File: config.mk
export PLATFORM = sky130hd
export DESIGN_NAME = dgoc_engine
export DESIGN_NICKNAME = d
export VERILOG_FILES = /design/src/rtl/dgoc_engine.v /design/src/rtl/dgoc_corr.v
export VERILOG_INCLUDE_DIRS = /design/src /design/src/rtl
export SDC_FILE = /design/constraint.sdc
export NUM_CORES = 2
export LEC_CHECK = 0
export ABC_AREA = 1
export BUFFER_PORTS_ARGS = -buffer_cell sky130_fd_sc_hd__buf_4
export CAP_MARGIN = 20
export CORE_MARGIN = 1
export CORE_UTILIZATION = 34
export CTS_CLUSTER_SIZE = 12
export DETAILED_ROUTE_END_ITERATION = 10
export HOLD_SLACK_MARGIN = 0.08
export PLACE_DENSITY = 0.55
export SLEW_MARGIN = 20
export SYNTH_ARGS = -nofsm -noshare
export SYNTH_HDL_FRONTEND = slang
export SYNTH_SLANG_ARGS = --single-unit
File: constraint.sdc
create_clock -name mclk_in -period 16.45 [get_ports mclk_in]
set_input_delay 3.29 -clock mclk_in [delete_from_list [all_inputs] [get_ports mclk_in]]
set_output_delay 3.29 -clock mclk_in [all_outputs]
set_load 0.1 [all_outputs]
File: src/rtl/dgoc_consts.vh
// constants for the dac gain and offset correction engine
// assumes inclusion by every design file of the block
`ifndef DGOC_CONSTS_VH
`define DGOC_CONSTS_VH

`define DGOC_W            16
`define DGOC_AW           8
`define DGOC_LVLS         4
`define DGOC_TRIMS        16
`define DGOC_ADDR_CTRL    8'h11
`define DGOC_ADDR_MODE    8'h12
`define DGOC_DAC_HI       6'h00
`define DGOC_GAIN_HI      5'h08
`define DGOC_OFFS_HI      5'h0c
`define DGOC_CAL_EN_BIT   0
`define DGOC_CTRL_RST     1'b1
`define DGOC_GAIN_RST     16'hffff
`define DGOC_OFFS_RST     16'h8000
`define DGOC_WORD_RST     16'h0000
`define DGOC_MID          19'sh08000
`define DGOC_MAX          19'sh0ffff

`endif

File: src/rtl/dgoc_engine.v
// dac gain and offset correction engine: trim storage, register access,
// per-dac corrected words for two channels of four level dacs each
// assumes a register access port driven by spi logic on the same clock
//
// Notes on behaviour
// - each level dac has its own 16-bit gain and offset trim register.
// - shared dacs keep one trim pair per mode; the active mode picks it.
// - trims are volatile, reset to defaults; host reloads after power-up.
// - control bit 0 clear bypasses correction for all dacs on their next input word write.
// - corrected = (gain+1)*input/2^16 + offset - 2^15, 16-bit resolution.
// - gain trims reset to all ones, giving unity gain.
// - offset trims reset to mid-scale, giving zero offset.
// - corrected word drives the dac and is returned on data reads.
// - only input word writes recompute; trim writes leave words alone.
// - a dual-channel write updates both words in turn with own trims.
// - one corrected-word register per physical dac, none per mode.
// - offset is added in raw lsb units after gain scaling.
// - the gain factor never exceeds one.
`timescale 1ns/1ps
`include "dgoc_consts.vh"

module dgoc_engine (
   input  wire                         mclk_in,
   input  wire                         srst_in,
   input  wire                         ce_in,
   input  wire                         wr_en_in,
   input  wire                         rd_en_in,
   input  wire [1:0]                   ch_sel_in,
   input  wire [`DGOC_AW-1:0]          addr_in,
   input  wire [`DGOC_W-1:0]           wdata_in,
   output reg  [`DGOC_W-1:0]           rdata_out,
   output reg                          rdata_valid_out,
   output reg                          busy_out,
   output reg                          word_update_out,
   output wire [8*`DGOC_W-1:0]         corrected_dac_word_out
);

   localparam ST_IDLE   = 2'b01;
   localparam ST_SECOND = 2'b10;

   reg  [1:0]            state;
   reg                   cal_en;
   reg  [`DGOC_LVLS-1:0] mode_ch0;
   reg  [`DGOC_LVLS-1:0] mode_ch1;
   reg  [`DGOC_W-1:0]    gain_trim [0:`DGOC_TRIMS-1];
   reg  [`DGOC_W-1:0]    offset_trim [0:`DGOC_TRIMS-1];
   reg  [`DGOC_W-1:0]    dac_word [0:7];
   reg  [1:0]            pend_lvl;
   reg  [`DGOC_W-1:0]    pend_raw;

   wire                  hit_dac;
   wire                  hit_gain;
   wire                  hit_offs;
   wire                  calc_go;
   wire                  calc_ch;
   wire [1:0]            calc_lvl;
   wire [`DGOC_W-1:0]    calc_raw;
   wire [3:0]            calc_idx;
   wire [`DGOC_W-1:0]    calc_out;
   wire                  rd_ch;
   integer               i;
   genvar                g;

   ////////////////////////////////////////////////////////////////////////////
   // decode

   // trim slot for a channel, mode and level
   function [3:0] trim_idx;
      input       ch;
      input       mode;
      input [1:0] lvl;
      begin
         trim_idx = {ch, mode, lvl};
      end
   endfunction

   // mode bit of a level on a channel
   function mode_of;
      input       ch;
      input [1:0] lvl;
      input [3:0] m0;
      input [3:0] m1;
      begin
         if (ch) begin
            mode_of = m1[lvl];
         end else begin
            mode_of = m0[lvl];
         end
      end
   endfunction

   assign hit_dac  = (addr_in[7:2] == `DGOC_DAC_HI);
   assign hit_gain = (addr_in[7:3] == `DGOC_GAIN_HI);
   assign hit_offs = (addr_in[7:3] == `DGOC_OFFS_HI);
   assign rd_ch    = ~ch_sel_in[0] & ch_sel_in[1];

   ////////////////////////////////////////////////////////////////////////////
   // correction datapath, shared by both channels one after the other

   assign calc_go  = (state == ST_SECOND) |
                     (wr_en_in & hit_dac & (ch_sel_in != 2'b00) & ~busy_out);
   assign calc_ch  = (state == ST_SECOND) ? 1'b1 : ~ch_sel_in[0];
   assign calc_lvl = (state == ST_SECOND) ? pend_lvl : addr_in[1:0];
   assign calc_raw = (state == ST_SECOND) ? pend_raw : wdata_in;
   // active mode selects the trim pair
   assign calc_idx = trim_idx(calc_ch, mode_of(calc_ch, calc_lvl, mode_ch0, mode_ch1),
                              calc_lvl);

   dgoc_corr u_corr (
      .raw_level_word_in      (calc_raw),
      .gain_in                (gain_trim[calc_idx]),
      .offset_in              (offset_trim[calc_idx]),
      .cal_en_in              (cal_en),
      .corrected_dac_word_out (calc_out)
   );

   ////////////////////////////////////////////////////////////////////////////
   // sequencer and register writes

   always @(posedge mclk_in) begin
      if (srst_in) begin
         state           <= ST_IDLE;
         busy_out        <= 1'b0;
         word_update_out <= 1'b0;
         pend_lvl        <= 2'b00;
         pend_raw        <= `DGOC_WORD_RST;
         cal_en          <= `DGOC_CTRL_RST;
         mode_ch0        <= 4'h0;
         mode_ch1        <= 4'h0;
         for (i = 0; i < `DGOC_TRIMS; i = i + 1) begin
            gain_trim[i]   <= `DGOC_GAIN_RST;
            offset_trim[i] <= `DGOC_OFFS_RST;
         end
         for (i = 0; i < 8; i = i + 1) begin
            dac_word[i] <= `DGOC_WORD_RST;
         end
      end else if (ce_in) begin
         word_update_out <= calc_go;
         // one word register per dac, whatever the mode
         if (calc_go) begin
            dac_word[{calc_ch, calc_lvl}] <= calc_out;
         end
         case (state)
            ST_IDLE: begin
               if (calc_go && ch_sel_in == 2'b11) begin
                  state    <= ST_SECOND;
                  busy_out <= 1'b1;
                  pend_lvl <= addr_in[1:0];
                  pend_raw <= wdata_in;
               end
            end
            ST_SECOND: begin
               state    <= ST_IDLE;
               busy_out <= 1'b0;
            end
            default: begin
               state    <= ST_IDLE;
               busy_out <= 1'b0;
            end
         endcase
         // trim and mode writes never touch the dac words
         if (wr_en_in && !busy_out) begin
            if (addr_in == `DGOC_ADDR_CTRL) begin
               cal_en <= wdata_in[`DGOC_CAL_EN_BIT];
            end else if (addr_in == `DGOC_ADDR_MODE) begin
               if (ch_sel_in[0]) begin
                  mode_ch0 <= wdata_in[`DGOC_LVLS-1:0];
               end
               if (ch_sel_in[1]) begin
                  mode_ch1 <= wdata_in[`DGOC_LVLS-1:0];
               end
            end else if (hit_gain) begin
               if (ch_sel_in[0]) begin
                  gain_trim[trim_idx(1'b0, addr_in[2], addr_in[1:0])] <= wdata_in;
               end
               if (ch_sel_in[1]) begin
                  gain_trim[trim_idx(1'b1, addr_in[2], addr_in[1:0])] <= wdata_in;
               end
            end else if (hit_offs) begin
               if (ch_sel_in[0]) begin
                  offset_trim[trim_idx(1'b0, addr_in[2], addr_in[1:0])] <= wdata_in;
               end
               if (ch_sel_in[1]) begin
                  offset_trim[trim_idx(1'b1, addr_in[2], addr_in[1:0])] <= wdata_in;
               end
            end
         end
      end
   end

   ////////////////////////////////////////////////////////////////////////////
   // register reads, one cycle after the request

   always @(posedge mclk_in) begin
      if (srst_in) begin
         rdata_out       <= `DGOC_WORD_RST;
         rdata_valid_out <= 1'b0;
      end else if (ce_in) begin
         rdata_valid_out <= rd_en_in;
         if (rd_en_in) begin
            if (addr_in == `DGOC_ADDR_CTRL) begin
               rdata_out <= {15'h0000, cal_en};
            end else if (addr_in == `DGOC_ADDR_MODE) begin
               rdata_out <= rd_ch ? {12'h000, mode_ch1} : {12'h000, mode_ch0};
            end else if (hit_dac) begin
               rdata_out <= dac_word[{rd_ch, addr_in[1:0]}];
            end else if (hit_gain) begin
               rdata_out <= gain_trim[trim_idx(rd_ch, addr_in[2], addr_in[1:0])];
            end else if (hit_offs) begin
               rdata_out <= offset_trim[trim_idx(rd_ch, addr_in[2], addr_in[1:0])];
            end else begin
               rdata_out <= `DGOC_WORD_RST;
            end
         end
      end
   end

   ////////////////////////////////////////////////////////////////////////////
   // words applied to the dacs

   generate
      for (g = 0; g < 8; g = g + 1) begin : g_out
         assign corrected_dac_word_out[g*`DGOC_W +: `DGOC_W] = dac_word[g];
      end
   endgenerate

endmodule

File: src/rtl/dgoc_corr.v
// corrected word arithmetic: gain scaling, offset, saturation, bypass
// assumes inputs are stable registers of the same clock; purely combinational
`timescale 1ns/1ps
`include "dgoc_consts.vh"

module dgoc_corr (
   input  wire [`DGOC_W-1:0] raw_level_word_in,
   input  wire [`DGOC_W-1:0] gain_in,
   input  wire [`DGOC_W-1:0] offset_in,
   input  wire               cal_en_in,
   output reg  [`DGOC_W-1:0] corrected_dac_word_out
);

   wire [`DGOC_W:0]       gain_plus;
   wire [2*`DGOC_W:0]     product;
   wire [`DGOC_W:0]       scaled;
   wire signed [18:0]     sum;

   assign gain_plus = {1'b0, gain_in} + 17'h00001; // never above 2^16, gain <= 1
   assign product   = gain_plus * {17'h00000, raw_level_word_in};
   // drop the low half of the product, truncating toward zero
   assign scaled    = product[2*`DGOC_W:`DGOC_W];
   // offset added in raw lsb units after scaling
   assign sum       = $signed({2'b00, scaled}) + $signed({3'b000, offset_in}) - `DGOC_MID;

   always @* begin
      if (!cal_en_in) begin
         corrected_dac_word_out = raw_level_word_in;
      end else if (sum < 19'sh00000) begin
         corrected_dac_word_out = 16'h0000;
      end else if (sum > `DGOC_MAX) begin
         corrected_dac_word_out = 16'hffff;
      end else begin
         corrected_dac_word_out = sum[`DGOC_W-1:0];
      end
   end

endmodule

# Word level (Yosys, flattened, before mapping)
# Memory sizes are Yosys's and may differ from the RTL's.
# Cells that the tools add are included.
# W data, S select, Z words.
[word_totals]
register_bits = 48
ramBits = 640
input_bits = 31
output_inout_bits = 147
mem_count = 3
[op_classes]
addsub = 3
n_mul = 1
order_cmp = 3
eq_ne = 8
mux = 74
n_bitwise = 8
reduce_logical = 16
[mem_list]
columns = ["name", "words", "word_bits", "read_ports", "rd_clocked_by_memory_dff", "wr", "line_no", "source"]
rows = [
  ["gain_trim", 16, 16, 2, 0, 16, "dgoc_engine.v:45", "reg [`DGOC_W-1:0] gain_trim [0:`DGOC_TRIMS-1];"],
  ["offset_trim", 16, 16, 2, 0, 16, "dgoc_engine.v:46", "reg [`DGOC_W-1:0] offset_trim [0:`DGOC_TRIMS-1];"],
  ["dac_word", 8, 16, 9, 0, 8, "dgoc_engine.v:47", "reg [`DGOC_W-1:0] dac_word [0:7];"],
]
[ops]
columns = ["op", "count"]
rows = [
  ["$mux W16", 14],
  ["$reduce_or A16 Y1", 5],
  ["$mux W1", 49],
  ["$mul A17 B16 Y33", 1],
  ["$mux W4", 5],
  ["$gt A19 B17 Y1 const B", 1],
  ["$lt A19 B1 Y1 const B", 1],
  ["$sub A19 B17 Y19 const B", 1],
  ["$add A17 B16 Y18", 1],
  ["$add A16 B1 Y17 const B", 1],
  ["$eq A8 B5 Y1 const B", 2],
  ["$eq A5 B4 Y1 const B", 2],
  ["$reduce_and A5 Y1", 2],
  ["$logic_not A6 Y1", 1],
  ["$mux W2", 3],
  ["$reduce_and A3 Y1", 2],
  ["$and A1 B1 Y1", 4],
  ["$bmux W1 S2", 2],
  ["$eq A2 B2 Y1 const B", 2],
  ["$reduce_and A2 Y1", 2],
  ["$lt A2 B3 Y1 const B", 1],
  ["$mux W3", 1],
  ["$not A1 Y1", 3],
  ["$eq A2 B1 Y1 const B", 1],
  ["other kinds (5)", 6],
]

# Depth between registers and ports, before layout
# An unclocked memory read counts as a cell.
[depth]
word_depth = 15
ltp_mapped = 62
ltp_nobuf = 60

# Modules after synthesis
# A second synthesis with hierarchy kept.
[hier_totals]
cells_unflattened = 5433
area_unflattened_um2 = 45486.1
[by_module_without_submodules]
columns = ["mod", "instances", "cells_each", "area_each_um2", "seq_area_each_um2"]
rows = [
  ["dgoc_engine", 1, 4001, 35004.8, 20159.3],
  ["dgoc_corr", 1, 1432, 10481.3, 0.0],
]

# Least setup slack after synthesis
# No wires, ideal clock.
[synth_path]
path_type = "input to register"
startpoint = "input port ch_sel_in[0]"
endpoint = "memory dac_word[0][14] (netlist bit), data pin"
setup_ns = 0.270
arrival_ns = 12.292
t_required_ns = 16.180
slack_ns = 3.887
cell_stages = 54
n_path_buf = 2
path_cell_list = "nand2_2 inv_2 buf_2 nor2_4 nand3_1 nand2_2 inv_2 nand2_4 nand2_1 nand3_2 nand2_4 inv_1 clkbuf_1 ha_1 nand3_1 or2_1 nor2_1 nand2_1 (+18 left out) nor2_1 o21ai_0 a31oi_1 xnor2_1 ha_1 inv_1 fa_1 nand3b_1 and2_1 o221ai_1 a21o_1 a21oi_1 o21ai_0 a31oi_1 xor2_1 nand3_1 nand2_4 a21oi_1"
[synth_lines]
columns = ["element", "line_no", "source"]
rows = [
  ["from (decl)", "dgoc_engine.v:28", "input wire [1:0] ch_sel_in,"],
  ["to (decl)", "dgoc_engine.v:47", ""],
]

==> summary.md <==
| Metric | Value |
|---|---|
| Status | `finished, final reports clean` |
| Crit path max-delay cell type | `nor2_4` |
| # port buffers | `~180` |
| Multi-input gate area | `approximately 21,000 um^2` |
| Post-cts sizing count | `0` |
| Hold Slack | `~0.44 ns` |
| Initial Util | `between 30% and 40%` |
| CTS buffer count | `81` |
| Clock Pin Slew Worst Setup and Hold Paths | `roughly 0.06 ns` |
| FF+latch area | `20,200 um^2` |
| Vias | `between 30,000 and 40,000` |
| Gpl congestion | `between 0.9 and 1` |
| Yosys top cell area share | `between 40% and 50%` |
| Setup TNS | `0 ns` |
| Residual DRC | `0` |
| Hold Path Sink | `pend_raw[9]` |
| Synth area leaders | `edfxtp_1, fa_1, nand2_1` |
| Cells after Synth | `4,873` |
| Final setup violation count | `0` |
| Asr flop ratio synth | `0%` |
| Crit path buffers/inverters | `8` |
| Initial antenna violation count | `12` |
| Number of synthesized flops with an enable pin | `640` |
| Post-DRT Antenna Nets | `0` |
| Dpl cells | `6,485` |
| Top FF cell, synth | `edfxtp_1` |
| Fmax | `~67 MHz` |
| Sequential share of the synthesized area | `46.0%` |
| M2 GR Usage | `between 40% and 50%` |
| FF-to-FF End | `dac_word[1][4]` |
| Final nets | `between 5,000 and 6,000` |
| DR pass1 iterations | `8` |
| CTS max path bufs | `3` |
| Period Utilization, post-route | `90.8%` |
| Family with the most delay on the worst path | `simple AND/OR/NAND/NOR gates` |
| Cell Count, Final, Fillers Out | `6,636` |
| Skew final | `0.0430 ns` |
| Die ar. | `about 130,000 um^2` |
| Max Fanout on Critical Path | `23` |
| DR iter-0 viols | `5,216` |
| CTS tree | `done` |
| Hold path startpoint | `pend_raw[9]` |
| Post-DP HPWL | `122 mm` |
| Mapped Area | `43,900 um^2` |
| Worst setup margin | `1.52 ns` |
| Maxcap violations | `0` |
| Syn Area/Cell | `about 9.0 um^2` |
| RSZ-0062 raised after global routing | `false` |
| CP Launch Type | `primary input` |
| WS Path Type | `primary input to flop` |
| Syn Nets | `around 5,200` |
| Clock Sinks | `between 600 and 700` |
| Share of cells above drive strength 1 | `~10%` |
| Core area | `around 130,000 um^2` |
| Warnings from Yosys | `0` |
| First-pass GRT wire length | `around 260 mm` |
| Final Hold Vio Count | `0` |
| Post-Route WL | `~180 mm` |
| I/O Pins | `roughly 180` |
| Period minus WS final | `around 15 ns` |
| Grt met1 use | `37.5%` |
| Busiest grt layer | `met2` |
| All-Layer GR Usage | `between 20% and 30%` |
| Arr. time, crit path | `between 15 and 20 ns` |
| Max incr delay on CP | `around 0.62 ns` |
| Clk root buf | `clkbuf_16` |
| Post-CTS setup buffers | `0` |
| Die height | `between 300 and 400 um` |
| Dpl ws | `around 1.1 ns` |
| Flops & latches, synth | `around 690` |
| Site Rows | `between 100 and 150` |
| Relative slew slack | `about a fifth` |
| Reg2Reg Launch Point | `state[0]` |
| Die width | `~360 um` |
| Worst-margin pin slew | `between 1 and 1.5 ns` |
| Syn-to-layout area delta | `12.7%` |
| Max-slew violations | `0` |
| Commonest non-fill, non-tap cell in the layout | `nand2_1` |
| Worst Hold Class | `flop to flop` |
| Total grt overflow | `0` |
| Skew-Pair Late Insertion Delay | `about 0.67 ns` |
| Reg2reg setup slack | `between 3 and 4 ns` |
| CP endpoint kind | `flop` |
| Vias in the first global route | `between 30,000 and 40,000` |
| M3 GR Usage | `6.30%` |
| Commonest non-fill, non-tap cells in the layout | `nand2_1, edfxtp_1, nor2_1` |
| CP Data Required Time | `roughly 17 ns` |
| Worst reg-to-reg path cell count | `56` |
| Fillers | `between 10,000 and 15,000` |
| Hold_buf cts | `0` |
| Synth unique cells | `57` |
| WHS Path Cells | `2` |
| Area leader, netlist | `edfxtp_1` |
| WL/cell | `roughly 27 um` |
| H-tree levels | `3` |
| Via density per instance | `about 5.8` |
| Largest net degree at the start of global routing | `roughly 170` |
[worst min-delay path: stages (launching register included)]
cell	delay, ns
dfxtp_1	0.30
inv_1	0.04
a21oi_1	0.05
[Yosys cell counts, types with 6 or more instances]
library cell / count
a211oi_1: 10
edfxtp_1: 640
inv_1: 425
a221oi_1: 19
o21bai_1: 13
clkinv_1: 10
o22ai_1: 168
nor2_1: 596
a21oi_1: 327
nand2_4: 14
o21ai_1: 24
dfxtp_1: 47
xor2_1: 22
a32o_1: 17
o21ai_0: 283
a31oi_1: 29
nand2_2: 38
buf_6: 14
a22oi_1: 67
nand4_1: 27
nand3_2: 7
inv_2: 18
o311ai_0: 18
nand2_1: 943
nor3_1: 55
o211ai_1: 54
buf_2: 34
ha_1: 120
fa_1: 208
o2111ai_1: 11
buf_1: 25
xnor2_1: 11
nand3_1: 243
buf_4: 9
o2bb2ai_1: 6
o221ai_1: 18
o31ai_1: 13
clkbuf_1: 252
[cell families (layout without fill, tap and decap cells)]
family	Yosys count	after routing	synth area share, %
simple gates	1944	1944	18.4
compound gates	1092	1092	14.8
buf+inv	789	887	7.21
flops	687	687	46.0
fa+ha+maj	328	328	12.9
xor+xnor	33	33	0.659
other cells	0	3	0
[stage by stage]
stage                     cell area (um^2)  util, %
after floorplan                      43900        -
after global placement               46800     36.6
after detailed placement             46800     36.6
after CTS                            49400     38.7
after global routing                 49400     38.7
final                                49400     38.7
[cell type report]
class | instances | area share [%]
flip-flops and latches | 687 | 40.8
well taps | 1662 | 4.21
multi-input cells | 3397 | 41.8
diodes | 3 | 0.0152
clock buffers | 108 | 4.45
repair buffers | 285 | 4.41
clock inverters | 40 | 0.853
inverters | 454 | 3.46
[layer usage]
metal,vias up,part of all wire (%)
met1,19000,41
met5,-,0.067
met2,2401,43
li1,16800,-
met4,16,4.6
met3,399,11
[registers in the layout, indices dropped and copies added, names as in the netlist, 2 cells and up]
name / count
pend_raw: 16
rdata_out: 16
dac_word: 128
mode_ch0: 4
offset_trim: 256
pend_lvl: 2
mode_ch1: 4
gain_trim: 256
[how the worst max path moves through the flow]
stage,from,endpoint,slack (ns),cells past startpoint
after floorplan,ch_sel_in[0],dac_word[0][14],3.89,54
after global placement,ch_sel_in[0],dac_word[1][0],1.11,48
after detailed placement,ch_sel_in[0],dac_word[0][0],1.13,48
after CTS,ch_sel_in[0],dac_word[0][0],1.79,48
after global routing,ch_sel_in[0],dac_word[1][0],0.99,48
final,ch_sel_in[0],dac_word[1][4],1.52,48
Power is not shown: default switching activity piles up to over one toggle a cycle in this logic, so the estimate is an artifact.
